--- src/verilog/gpp_pkg.sv ---
// Package of constants for the four-port GPIO block with pull-ups and wake
package gpp_pkg;

  // ----------------------------------------------------------------------
  // Widths
  // ----------------------------------------------------------------------
  localparam int ADDR_W = 8;
  localparam int DATA_W = 8;
  localparam int PORT_W = 8;
  localparam int PORT_D_W = 7;

  // ----------------------------------------------------------------------
  // Register locations in special-purpose data memory
  // ----------------------------------------------------------------------
  localparam logic [7:0] OFS_PORT_A_DATA = 8'h00;
  localparam logic [7:0] OFS_PORT_A_DIRECTION = 8'h01;
  localparam logic [7:0] OFS_PORT_A_PULLUP_ENABLE = 8'h02;
  localparam logic [7:0] OFS_PORT_A_WAKE_ENABLE = 8'h03;
  localparam logic [7:0] OFS_PORT_B_DATA = 8'h04;
  localparam logic [7:0] OFS_PORT_B_DIRECTION = 8'h05;
  localparam logic [7:0] OFS_PORT_B_PULLUP_ENABLE = 8'h06;
  localparam logic [7:0] OFS_PORT_C_DATA = 8'h08;
  localparam logic [7:0] OFS_PORT_C_DIRECTION = 8'h09;
  localparam logic [7:0] OFS_PORT_C_PULLUP_ENABLE = 8'h0A;
  localparam logic [7:0] OFS_PORT_D_DATA = 8'h0C;
  localparam logic [7:0] OFS_PORT_D_DIRECTION = 8'h0D;
  localparam logic [7:0] OFS_PORT_D_PULLUP_ENABLE = 8'h0E;

  // ----------------------------------------------------------------------
  // Values after reset
  // ----------------------------------------------------------------------
  localparam logic [7:0] RST_DATA = 8'hFF;
  localparam logic [7:0] RST_DIRECTION = 8'hFF;
  localparam logic [7:0] RST_PULLUP = 8'h00;
  localparam logic [7:0] RST_WAKE = 8'h00;
  localparam logic [7:0] RST_RDATA = 8'h00;

endpackage

--- src/verilog/gpp_port_if.sv ---
// Carrier between the register decoder and one port slice
`timescale 1ns/1ps
interface gpp_port_if;
  logic wr_data;
  logic wr_dir;
  logic wr_pu;
  logic [7:0] wdata;
  logic [7:0] data_q;
  logic [7:0] dir_q;
  logic [7:0] pu_q;

  // Decoder side drives strobes and write data
  modport ctrl (
    output wr_data,
    output wr_dir,
    output wr_pu,
    output wdata,
    input data_q,
    input dir_q,
    input pu_q
  );

  // Port slice side holds the registers
  modport port (
    input wr_data,
    input wr_dir,
    input wr_pu,
    input wdata,
    output data_q,
    output dir_q,
    output pu_q
  );
endinterface

--- src/verilog/gpp_ports.sv ---
// Top of the four-port GPIO block with port A wake-up
`timescale 1ns/1ps

// Functional notes
// - Four ports A-D with registers at fixed data-memory locations.
// - Input pins read live at the read cycle, no input latch.
// - Output data latch keeps its value until written again.
// - Each pin has a pull-up enable bit; 1 connects, 0 disconnects.
// - Pull-up acts only while the pin is an input.
// - Falling edge on enabled port A pin raises a wake request.
// - Wake enable acts only for input pins during idle or sleep.
// - Port A wake enable register holds one bit per pin, 7 to 0.
// - Port D bit 7 unimplemented in data, direction, pull-up; reads zero.
// - Direction 1 makes an input, 0 a CMOS output from the latch.
// - Reading an output pin returns the latch, not the pin level.
module gpp_ports (
  input wire logic clock,
  input wire logic arst_n,
  input wire logic [gpp_pkg::ADDR_W-1:0] mem_addr,
  input wire logic mem_wr,
  input wire logic mem_rd,
  input wire logic [gpp_pkg::DATA_W-1:0] mem_wdata,
  output logic [gpp_pkg::DATA_W-1:0] mem_rdata,
  input wire logic [gpp_pkg::PORT_W-1:0] pa_in,
  output logic [gpp_pkg::PORT_W-1:0] pa_out,
  output logic [gpp_pkg::PORT_W-1:0] pa_oe,
  output logic [gpp_pkg::PORT_W-1:0] pa_pullup,
  input wire logic [gpp_pkg::PORT_W-1:0] pb_in,
  output logic [gpp_pkg::PORT_W-1:0] pb_out,
  output logic [gpp_pkg::PORT_W-1:0] pb_oe,
  output logic [gpp_pkg::PORT_W-1:0] pb_pullup,
  input wire logic [gpp_pkg::PORT_W-1:0] pc_in,
  output logic [gpp_pkg::PORT_W-1:0] pc_out,
  output logic [gpp_pkg::PORT_W-1:0] pc_oe,
  output logic [gpp_pkg::PORT_W-1:0] pc_pullup,
  input wire logic [gpp_pkg::PORT_D_W-1:0] pd_in,
  output logic [gpp_pkg::PORT_D_W-1:0] pd_out,
  output logic [gpp_pkg::PORT_D_W-1:0] pd_oe,
  output logic [gpp_pkg::PORT_D_W-1:0] pd_pullup,
  input wire logic core_standby,
  output logic wake_req
);
  import gpp_pkg::*;

  // ----------------------------------------------------------------------
  // Declarations
  // ----------------------------------------------------------------------
  gpp_port_if if_a ();
  gpp_port_if if_b ();
  gpp_port_if if_c ();
  gpp_port_if if_d ();

  logic [7:0] port_a_wake_enable_reg;
  logic [7:0] pa_sync1_reg;
  logic [7:0] pa_sync2_reg;
  logic [7:0] pa_prev_reg;
  logic [7:0] pa_fall;
  logic [7:0] pa_wake_hit;
  logic wake_req_reg;
  logic [7:0] rdata_next;
  logic [7:0] rdata_reg;
  logic [7:0] live_a;
  logic [7:0] live_b;
  logic [7:0] live_c;
  logic [7:0] live_d;

  // ----------------------------------------------------------------------
  // Write decode
  // ----------------------------------------------------------------------

  // Strobes per register, one cycle with mem_wr
  assign if_a.wr_data = mem_wr && (mem_addr == OFS_PORT_A_DATA);
  assign if_a.wr_dir = mem_wr && (mem_addr == OFS_PORT_A_DIRECTION);
  assign if_a.wr_pu = mem_wr && (mem_addr == OFS_PORT_A_PULLUP_ENABLE);
  assign if_b.wr_data = mem_wr && (mem_addr == OFS_PORT_B_DATA);
  assign if_b.wr_dir = mem_wr && (mem_addr == OFS_PORT_B_DIRECTION);
  assign if_b.wr_pu = mem_wr && (mem_addr == OFS_PORT_B_PULLUP_ENABLE);
  assign if_c.wr_data = mem_wr && (mem_addr == OFS_PORT_C_DATA);
  assign if_c.wr_dir = mem_wr && (mem_addr == OFS_PORT_C_DIRECTION);
  assign if_c.wr_pu = mem_wr && (mem_addr == OFS_PORT_C_PULLUP_ENABLE);
  assign if_d.wr_data = mem_wr && (mem_addr == OFS_PORT_D_DATA);
  assign if_d.wr_dir = mem_wr && (mem_addr == OFS_PORT_D_DIRECTION);
  assign if_d.wr_pu = mem_wr && (mem_addr == OFS_PORT_D_PULLUP_ENABLE);

  // Shared write data
  assign if_a.wdata = mem_wdata;
  assign if_b.wdata = mem_wdata;
  assign if_c.wdata = mem_wdata;
  assign if_d.wdata = mem_wdata;

  // ----------------------------------------------------------------------
  // Port slices
  // ----------------------------------------------------------------------
  gpp_port #(.W(PORT_W)) u_port_a (
    .clock(clock),
    .arst_n(arst_n),
    .regs(if_a.port),
    .pin_out(pa_out),
    .pin_oe(pa_oe),
    .pullup_on(pa_pullup)
  );

  gpp_port #(.W(PORT_W)) u_port_b (
    .clock(clock),
    .arst_n(arst_n),
    .regs(if_b.port),
    .pin_out(pb_out),
    .pin_oe(pb_oe),
    .pullup_on(pb_pullup)
  );

  gpp_port #(.W(PORT_W)) u_port_c (
    .clock(clock),
    .arst_n(arst_n),
    .regs(if_c.port),
    .pin_out(pc_out),
    .pin_oe(pc_oe),
    .pullup_on(pc_pullup)
  );

  gpp_port #(.W(PORT_D_W)) u_port_d (
    .clock(clock),
    .arst_n(arst_n),
    .regs(if_d.port),
    .pin_out(pd_out),
    .pin_oe(pd_oe),
    .pullup_on(pd_pullup)
  );

  // ----------------------------------------------------------------------
  // Wake enable register
  // ----------------------------------------------------------------------

  // One enable bit per port A pin
  always_ff @(posedge clock or negedge arst_n) begin
    if (!arst_n) begin
      port_a_wake_enable_reg <= RST_WAKE;
    end else if (mem_wr && (mem_addr == OFS_PORT_A_WAKE_ENABLE)) begin
      port_a_wake_enable_reg <= mem_wdata;
    end
  end

  // ----------------------------------------------------------------------
  // Read path
  // ----------------------------------------------------------------------

  // Inputs show the pin, outputs show the latch
  assign live_a = (if_a.dir_q & pa_in) | (~if_a.dir_q & if_a.data_q);
  assign live_b = (if_b.dir_q & pb_in) | (~if_b.dir_q & if_b.data_q);
  assign live_c = (if_c.dir_q & pc_in) | (~if_c.dir_q & if_c.data_q);
  assign live_d = (if_d.dir_q & 8'(pd_in)) | (~if_d.dir_q & if_d.data_q);

  // Read mux; unmapped addresses read zero
  always_comb begin
    case (mem_addr)
      OFS_PORT_A_DATA: rdata_next = live_a;
      OFS_PORT_A_DIRECTION: rdata_next = if_a.dir_q;
      OFS_PORT_A_PULLUP_ENABLE: rdata_next = if_a.pu_q;
      OFS_PORT_A_WAKE_ENABLE: rdata_next = port_a_wake_enable_reg;
      OFS_PORT_B_DATA: rdata_next = live_b;
      OFS_PORT_B_DIRECTION: rdata_next = if_b.dir_q;
      OFS_PORT_B_PULLUP_ENABLE: rdata_next = if_b.pu_q;
      OFS_PORT_C_DATA: rdata_next = live_c;
      OFS_PORT_C_DIRECTION: rdata_next = if_c.dir_q;
      OFS_PORT_C_PULLUP_ENABLE: rdata_next = if_c.pu_q;
      OFS_PORT_D_DATA: rdata_next = live_d;
      OFS_PORT_D_DIRECTION: rdata_next = if_d.dir_q;
      OFS_PORT_D_PULLUP_ENABLE: rdata_next = if_d.pu_q;
      default: rdata_next = 8'h00;
    endcase
  end

  // Pins sampled on the read edge, held until the next read
  always_ff @(posedge clock or negedge arst_n) begin
    if (!arst_n) begin
      rdata_reg <= RST_RDATA;
    end else if (mem_rd) begin
      rdata_reg <= rdata_next;
    end
  end

  assign mem_rdata = rdata_reg;

  // ----------------------------------------------------------------------
  // Port A wake-up
  // ----------------------------------------------------------------------

  // Two-stage synchroniser then edge history
  always_ff @(posedge clock or negedge arst_n) begin
    if (!arst_n) begin
      pa_sync1_reg <= 8'hFF;
      pa_sync2_reg <= 8'hFF;
      pa_prev_reg <= 8'hFF;
    end else begin
      pa_sync1_reg <= pa_in;
      pa_sync2_reg <= pa_sync1_reg;
      pa_prev_reg <= pa_sync2_reg;
    end
  end

  // High-to-low on an enabled input pin
  assign pa_fall = pa_prev_reg & ~pa_sync2_reg;
  assign pa_wake_hit = pa_fall & port_a_wake_enable_reg & if_a.dir_q;

  // Registered wake request, only in idle or sleep
  always_ff @(posedge clock or negedge arst_n) begin
    if (!arst_n) begin
      wake_req_reg <= 1'b0;
    end else begin
      wake_req_reg <= core_standby && (|pa_wake_hit);
    end
  end

  assign wake_req = wake_req_reg;
endmodule

--- src/verilog/gpp_port.sv ---
// One GPIO port slice: data latch, direction and pull-up enable
`timescale 1ns/1ps
module gpp_port #(
  parameter int W = 8
) (
  input wire logic clock,
  input wire logic arst_n,
  gpp_port_if.port regs,
  output logic [W-1:0] pin_out,
  output logic [W-1:0] pin_oe,
  output logic [W-1:0] pullup_on
);
  import gpp_pkg::*;

  logic [W-1:0] data_reg;
  logic [W-1:0] dir_reg;
  logic [W-1:0] pu_reg;

  // ----------------------------------------------------------------------
  // Registers
  // ----------------------------------------------------------------------

  // Output latch holds until rewritten
  always_ff @(posedge clock or negedge arst_n) begin
    if (!arst_n) begin
      data_reg <= RST_DATA[W-1:0];
    end else if (regs.wr_data) begin
      data_reg <= regs.wdata[W-1:0];
    end
  end

  // Direction select, 1 is input
  always_ff @(posedge clock or negedge arst_n) begin
    if (!arst_n) begin
      dir_reg <= RST_DIRECTION[W-1:0];
    end else if (regs.wr_dir) begin
      dir_reg <= regs.wdata[W-1:0];
    end
  end

  // Pull-up enable per pin
  always_ff @(posedge clock or negedge arst_n) begin
    if (!arst_n) begin
      pu_reg <= RST_PULLUP[W-1:0];
    end else if (regs.wr_pu) begin
      pu_reg <= regs.wdata[W-1:0];
    end
  end

  // ----------------------------------------------------------------------
  // Pin drive
  // ----------------------------------------------------------------------

  // Unused upper bits read as zero
  assign regs.data_q = 8'(data_reg);
  assign regs.dir_q = 8'(dir_reg);
  assign regs.pu_q = 8'(pu_reg);

  // Cleared direction bit drives the latch out
  assign pin_out = data_reg;
  assign pin_oe = ~dir_reg;
  // Pull-up only while the pin is an input
  assign pullup_on = pu_reg & dir_reg;

endmodule

--- config.mk ---
export PLATFORM = sky130hd
export DESIGN_NAME = gpp_ports
export DESIGN_NICKNAME = d
export VERILOG_FILES = /design/src/verilog/gpp_pkg.sv /design/src/verilog/gpp_port_if.sv /design/src/verilog/gpp_ports.sv /design/src/verilog/gpp_port.sv
export SDC_FILE = /design/constraint.sdc
export NUM_CORES = 1
export LEC_CHECK = 0
export BUFFER_PORTS_ARGS = -buffer_cell sky130_fd_sc_hd__buf_4
export CAP_MARGIN = 15
export CORE_MARGIN = 2
export CORE_UTILIZATION = 35
export DETAILED_ROUTE_END_ITERATION = 10
export PLACE_DENSITY_LB_ADDON = 0.15
export REMOVE_ABC_BUFFERS = 1
export SETUP_SLACK_MARGIN = 0.5
export SYNTH_ARGS = -nofsm -noshare
export SYNTH_HDL_FRONTEND = slang
export SYNTH_SLANG_ARGS = --single-unit
export TNS_END_PERCENT = 20
--- constraint.sdc ---
create_clock -name clock -period 2.1 [get_ports clock]
set_clock_uncertainty 0.05 [all_clocks]
set_input_delay 0.105 -clock clock [delete_from_list [all_inputs] [get_ports clock]]
set_output_delay 0.105 -clock clock [all_outputs]
set_load 0.05 [all_outputs]
Word level (Yosys, flattened, before mapping)
Index checks and enable logic that the tools add are counted.

Register bits after elaboration: 134. Latch bits: 0. Bits in writable memories: 0. Memory bits (read-only): 0. Input bits: 52. Output and inout bits: 102. Logic and storage cells: 72. Memories kept: 0.

Add/subtract/negate cells: 0. Multiply operators: 0. Div/mod/pow operators: 0. Magnitude comparators: 0. Equal/unequal tests: 12. Shift operators: 0. Multiplexer cells: 1. Bitwise gates (word level): 25. Reductions and logical operators: 16.

Operators with widths (number): $pmux 8 s13 (1); $and 8x8->8 (12); $eq 8x4->1 const B (6); $not 8->8 (4); $eq 8x3->1 const B (3); $or 8x8->8 (3); $eq 8x2->1 const B (2); $and 7x7->7 (2); $logic_and 1x1->1 (14); $and 8x7->8 (1); $eq 8x1->1 const B (1); $logic_not 8->1 (1); $not 7->8 (1); $or 7x8->8 (1); $reduce_or 8->1 (1); $not 7->7 (1).

Longest topological paths before layout
Gate-level depths: netlist of run 1.

Depth after elaboration: 6. Mapped depth: 7. Depth with buffers taken out: 5.

Hierarchy
From an unflattened synthesis of run 1, not the netlist that was laid out.

Cell total of the unflattened synthesis: 583. Area total of the unflattened synthesis: 7312.0 sq um.

By module, submodules not included: gpp_port (u_port_a ...) (times used 3, cells each 75, area an instance 1154.9 sq um, sequential area each 620.6 sq um); gpp_ports (times used 1, cells each 288, area an instance 2806.4 sq um, sequential area each 1056.0 sq um); gpp_port (u_port_d) (times used 1, cells each 70, area an instance 1041.0 sq um, sequential area each 543.0 sq um).

Worst setup path before layout of run 1
No wires, ideal clock.

Kind: reg-to-reg. From: register u_port_c.dir_reg[7], in the netlist u_port_c.regs.dir_q[7]. To: register rdata_reg[7], in the netlist mem_rdata[7]. Library setup time: 126 ps. Data arrival time: 1543 ps. Data required time: 1924 ps. Setup slack: 380 ps. Stages on the path, launching flop included: 6. Path buffers: 0. Clock period less this slack: 1720 ps. Cell sequence: dfstp_2 mux2_2 a22oi_1 o21ai_0 a21o_1 a311o_1.

Word-level cells in the longest chain between the ends: 4. Elaborated cells between the ends (all ways): 5. Classes of those cells: 1 x mux; 4 x bitwise.

RTL lines: start: declaration (RTL line gpp_port.sv:16) `logic [W-1:0] dir_reg;`; start signal: assignment (RTL line gpp_port.sv:35) `dir_reg <= RST_DIRECTION[W-1:0];`; start signal: assignment (RTL line gpp_port.sv:37) `dir_reg <= regs.wdata[W-1:0];`; $not 8->8 (RTL line gpp_ports.sv:150) `assign live_c = (if_c.dir_q & pc_in) | (~if_c.dir_q & if_c.data_q);`; $and 8x8->8 (RTL line gpp_ports.sv:150); $or 8x8->8 (RTL line gpp_ports.sv:150); $pmux 8 s13 * (RTL line gpp_ports.sv:155) `case (mem_addr)`; end signal: assignment (RTL line gpp_ports.sv:178) `rdata_reg <= rdata_next;`; end: declaration (RTL line gpp_ports.sv:61) `logic [7:0] rdata_reg;`.

Mark *: on every way between the ends. The rest lies on a longest branch, timed or not. A chain may end at the register's enable or synchronous reset.

Worst setup path after layout of run 1
From: register u_port_a.dir_reg[5], in the netlist u_port_a.regs.dir_q[5]. To: register rdata_reg[5], in the netlist mem_rdata[5].

Word-level cells in the longest chain between the ends: 4. Elaborated cells between the ends (all ways): 5. Classes of those cells: 1 x mux; 4 x bitwise.

RTL lines: start: declaration (RTL line gpp_port.sv:16); start signal: assignment (RTL line gpp_port.sv:35); start signal: assignment (RTL line gpp_port.sv:37); $not 8->8 (RTL line gpp_ports.sv:148) `assign live_a = (if_a.dir_q & pa_in) | (~if_a.dir_q & if_a.data_q);`; $and 8x8->8 (RTL line gpp_ports.sv:148); $or 8x8->8 (RTL line gpp_ports.sv:148); $pmux 8 s13 * (RTL line gpp_ports.sv:155).

Marked as above.

==> metrics, run 1 <==
Hold Path Depth=5; Seq cells post-synth=~130; hold endpoint=mem_rdata[1]; relative slew slack=between 40 and 50%; Leak Pwr=~4.2 nW; Post-Synthesis Cells=between 500 and 600; Netlist cell types=46; Detail Placement HPWL=roughly 15 mm; Root Driver=clkbuf_16; Die H=about 140 um; reg-to-reg critical path endpoint=mem_rdata[5]; die area=between 0.015 and 0.02 mm^2; TNS Setup=0 ns; GRT Overall Usage=a little over a fifth; Post-synth ARST share=100%; via count of the first global-routing pass=roughly 5300; minimum clock period=about 1.7 ns; Die X=140 um; syn_area_per_cell=roughly 12 um^2; H-Tree Depth=4; GP Congestion=a little under 0.9; fraction of layout cells with a size suffix above 1=57.9%; gr ovfl total=0; fin crit share=82.2%; Antenna Cells=0; pwr/cell area=between 800 and 900 mW/mm^2; I/O Buffers=153; R2R cell count=4; first-pass GRT wire length=~32 mm; crit end category=register; core area=~0.018 mm^2; run status=finished, final reports clean; Post-Layout Cell Count=about 980; Post-Syn Area=between 0.006 and 0.007 mm^2; FMAX=~580 MHz; kind of critical path=register to register; Clk Latency, worst-skew pair=about 0.42 ns; top-level I/O count=approximately 150; MaxCap Viol Count=0; CTS Buffer Depth=2; Worst-Margin Slew=a little over 0.8 ns; Wirelength per Cell=21.0 um; final wirelength=about 21 mm; CTS tree=built; Cell Rows=49; HP Start=pb_in[1]; clk slew on worst S/H paths=around 0.060 ns; initial core utilization=approximately 36%; Seq/Total Area, Yosys=53.7%; vias per inst=approximately 5.2; Finished Core Util=49.6%; area grow syn2layout=38.8%; Final setup viols=0; HP Class=primary input to register; TritonCTS buffer count=17; Routed Antenna Nets=0; Nets=a little under 800; Pre-antenna DRT Iters=4; Fillers=~1700; Peak VDD IR=between 0.0005 and 0.0006 V; predominant post-synthesis flop cell=dfstp_2; endpoints failing hold=0; initial antenna violation count=0; Setup crit start kind=register; fin. max-slew vios=0; Clock Sinks=about 130; RSZ-0062 raised after global routing=true; yosys warns=0; Pwr Total=just over 7 mW; Initial DRC Count=~210; WHS=0.0716 ns; RR Startpoint=u_port_a.regs.dir_q[5]; WP data required=approximately 2.4 ns; CP Max Fanout=2; largest net degree at the start of global routing=between 40 and 50; EDFF count, synth=0; Crit path arrival time=about 2 ns; DRC=0; DR vias=~5000; R2R Setup Slk=0.37 ns; placed cells=just over 900
## repair_timing
item,in CTS,in global routing
pin swaps,5,6
gates resized for setup,16,6
endpoints found under the hold margin,84,0
setup endpoints to repair,12,30
setup buffers,8,1
hold buffers,19,0
## critical path, cell delays in order, from the launching register on
cell	delay (ns)
dfstp_2	0.54
mux2_4	0.29
mux4_2	0.50
a21oi_2	0.15
o21ai_1	0.07
## where the power goes
group / switching (mW) / internal [mW]
combinational: 0.718 / 0.445
clock: 1.14 / 2.01
sequential: 0.112 / 2.80
## cell type report
type                    instances  area (um^2)  area share, %
multi-input cells             341         2800           31.3
clock buffers                  19          443           4.95
flip-flops and latches        134         3460           38.7
inverters                      33          124           1.39
clock inverters                13          179           2.00
well taps                     229          287           3.21
repair buffers                210         1650           18.4
## synthesized netlist by cell type (7+ instances only)
cell,number,area [um^2]
dfrtp_1,48,1200
nand2_1,33,124
a31oi_1,8,50.1
a22oi_1,8,60.1
and2_1,32,200
a211oi_1,7,52.6
nor2_1,12,45.0
o21ai_0,37,185
nand3_1,7,35.0
buf_2,7,35.0
nor2b_1,14,87.6
mux2i_1,9,90.1
a21oi_1,10,50.1
inv_1,32,120
clkbuf_1,19,71.3
nand4b_1,8,70.1
mux2_2,99,1110
dfstp_2,86,2260
o21a_1,7,52.6
## layer usage
layer | global-route usage, % | wire length, um | share of wire [%]
met4 | 6.95 | 298 | 1.5
met5 | 0 | 0 | 0
met3 | 3.99 | 1060 | 5.2
met1 | 30.1 | 9390 | 46
met2 | 34.4 | 9800 | 48
## cells by family (layout without fill, tap and decap cells)
kind of cell	after synthesis	count (layout)	share of synthesized area, %
flip-flops	134	134	53.7
AND/OR/NAND/NOR	132	132	12.4
multiplexers	114	114	20.8
AO/OA/AOI/OAI	95	95	9.29
buffers and inverters	62	275	3.75
## cells in the final DEF (no fill, tap or decap), types with 8 or more instances in the layout
cell type	netlist	layout
a31oi_1	8	8
and2_1	32	32
buf_4	0	189
clkbuf_16	0	17
dfrtp_1	48	48
dfstp_2	86	86
dlygate4sd3_1	0	19
inv_1	32	32
mux2_2	99	91
mux2_4	0	8
mux2i_1	9	9
nand2_1	33	33
nand4b_1	8	8
nor2_1	12	12
nor2b_1	14	14
o21ai_0	37	31
## how the worst max path moves through the flow
stage / startpoint / end / slack (ns) / cells after the start
finish: u_port_a.regs.dir_q[5] / mem_rdata[5] / 0.37 / 4
global route: u_port_a.regs.dir_q[5] / mem_rdata[5] / 0.31 / 4
CTS: u_port_a.regs.dir_q[0] / mem_rdata[0] / 0.37 / 4
detailed placement: mem_addr[3] / u_port_a.regs.dir_q[3] / 0.09 / 5
global placement: mem_addr[3] / u_port_a.regs.dir_q[4] / 0.14 / 5
floorplan: u_port_c.regs.dir_q[7] / mem_rdata[7] / 0.38 / 5
## stage by stage
step | setup slack, ns | cell area [um^2]
floorplan | 0.385 | 6320
global placement | 0.135 | 8000
detailed placement | 0.0933 | 8000
CTS | 0.375 | 8920
global route | 0.314 | 8940
finish | 0.375 | 8940
(Power assumes the default switching activity.)
==> run 2: changes to the inputs <==
==> constraint.sdc (replaced) <==
create_clock -name clock -period 1.43 [get_ports clock]
set_clock_uncertainty 0.05 [all_clocks]
set_input_delay 0.0715 -clock clock [delete_from_list [all_inputs] [get_ports clock]]
set_output_delay 0.0715 -clock clock [all_outputs]
set_load 0.05 [all_outputs]
==> metrics, run 2 (synthesis results as in run 1) <==
Clock Sinks=approximately 130; Die H=about 140 um; run status=finished, violations left; area grow syn2layout=76.1%; Root Driver=clkbuf_16; first-pass GRT wire length=34.5 mm; setup slack at placement=-0.488 ns; fin. max-slew vios=0; largest net degree at the start of global routing=51; DRC=0; WP data required=approximately 1.7 ns; TritonCTS buffer count=17; die area=approximately 0.020 mm^2; Setup crit start kind=register; RSZ-0062 raised after global routing=true; endpoints failing hold=0; Detail Placement HPWL=~15 mm; pwr/cell area=~960 mW/mm^2; CP peak stage delay=between 0.5 and 0.6 ns; Clk Latency, worst-skew pair=between 0.4 and 0.5 ns; Critical-path top delay cell=dfstp_2; most frequent cells in the layout=buf_4, buf_6, dfstp_2, mux2_4, buf_8; Pre-antenna DRT Iters=4; Final setup viols=39; kind of critical path=register to register; H-Tree Depth=4; Nets=~900; crit end category=register; CP Max Fanout=2; Fillers=1369; GP Congestion=0.867; final wirelength=around 22 mm; worst setup margin=-0.279 ns; gr ovfl total=0; FMAX=just under 600 MHz; initial antenna violation count=0; Wirelength per Cell=between 20 and 25 um; via count of the first global-routing pass=roughly 6000; Leak Pwr=5.35 nW; vias per inst=between 5 and 6; cell breakdown of the critical path=mux2_4, mux4_2, a21oi_2, o21ai_1; CTS tree=built; Setup crit end=mem_rdata[5]; relative slew slack=42.6%; R2R Setup Slk=-0.28 ns; initial core utilization=between 30 and 40%; DR vias=5508; commonest non-fill, non-tap cell in the layout=buf_4; Worst-Margin Slew=0.854 ns; Peak VDD IR=approximately 0.0009 V; minimum clock period=1.71 ns; Setup crit start=u_port_a.regs.dir_q[5]; violated checks=setup timing; fraction of layout cells with a size suffix above 1=~74%; Crit path arrival time=1.96 ns; Cell Rows=49; Die X=approximately 140 um; Routed Antenna Nets=0; core area=around 0.018 mm^2; HP Class=primary input to async pin; reg-to-reg critical path endpoint=mem_rdata[5]; CTS Buffer Depth=2; Antenna Cells=0; I/O Buffers=153; RR Startpoint=u_port_a.regs.dir_q[5]; R2R cell count=4; MaxCap Viol Count=0; Initial DRC Count=between 200 and 300; clk slew on worst S/H paths=approximately 0.060 ns; top-level I/O count=about 150; GRT Overall Usage=between 20% and 30%; Reg area=about 0.0035 mm^2; area of the multi-input gates=between 0.003 and 0.004 mm^2; fin crit share=120%; Finished Core Util=between 60% and 70%
## run 2: worst min path at each step
stage                       endpoint  slack (ns)  cells after the start
2_1_floorplan           mem_rdata[0]       -0.27                      0
3_3_place_gp   u_port_c.regs.pu_q[3]       -0.09                      1
3_5_place_dp   u_port_c.regs.pu_q[3]       -0.09                      1
4_1_cts        u_port_c.regs.pu_q[3]        0.01                      2
5_1_grt                     wake_req        0.02                      2
6_report       u_port_c.regs.pu_q[3]        0.02                      2
## run 2: worst max-delay path: cells and delay by family (launching register included)
kind | cells | cell delay (ns)
AO/OA/AOI/OAI | 2 | 0.22
flip-flops | 1 | 0.55
multiplexers | 2 | 0.77
## run 2: timing repair
item                                    CTS  global route
resized for setup                       416            80
pin swaps                                48            30
endpoints found under the setup margin  212           212
hold buffers                             20             0
hold endpoints to repair                167             0
setup buffers                            19            11
## run 2: area by class of cell
class / count / area share [%]
multi-input cells: 341 / 30.1
clock inverters: 8 / 0.651
clock buffers: 24 / 4.25
flip-flops and latches: 134 / 30.5
well taps: 229 / 2.53
inverters: 33 / 1.16
repair buffers: 314 / 30.8
## run 2: where the power goes
part	leakage [nW]	internal, mW	total (mW)	switching (mW)
combinational	3.51	1.19	2.44	1.25
sequential	1.56	4.11	4.27	0.161
clock	0.270	2.52	4.14	1.62
total	5.35	7.82	10.9	3.03
## run 2: per-stage QoR
stage	setup TNS, ns	cell area (um^2)	instances	total power [mW]	hold slack [ns]
after floorplan	-9.02	6320	508	5.19	-0.274
after global placement	-31.23	8720	1001	6.11	-0.0935
after detailed placement	-33.13	8720	1001	6.13	-0.0924
after CTS	-3.76	11000	1072	10.8	0.0116
after global routing	-5.63	11300	1083	11.3	0.0233
final	-3.98	11300	1083	10.9	0.0156
## run 2: per-layer routing
metal	wire, um	part of all wire (%)	vias up	track usage (%)
met5	0	0	-	0
met4	323	1.4	0	6.89
met3	943	4.2	26	4.20
met2	11200	50	153	38.1
met1	9940	44	2797	31.5
li1	-	-	2532	-
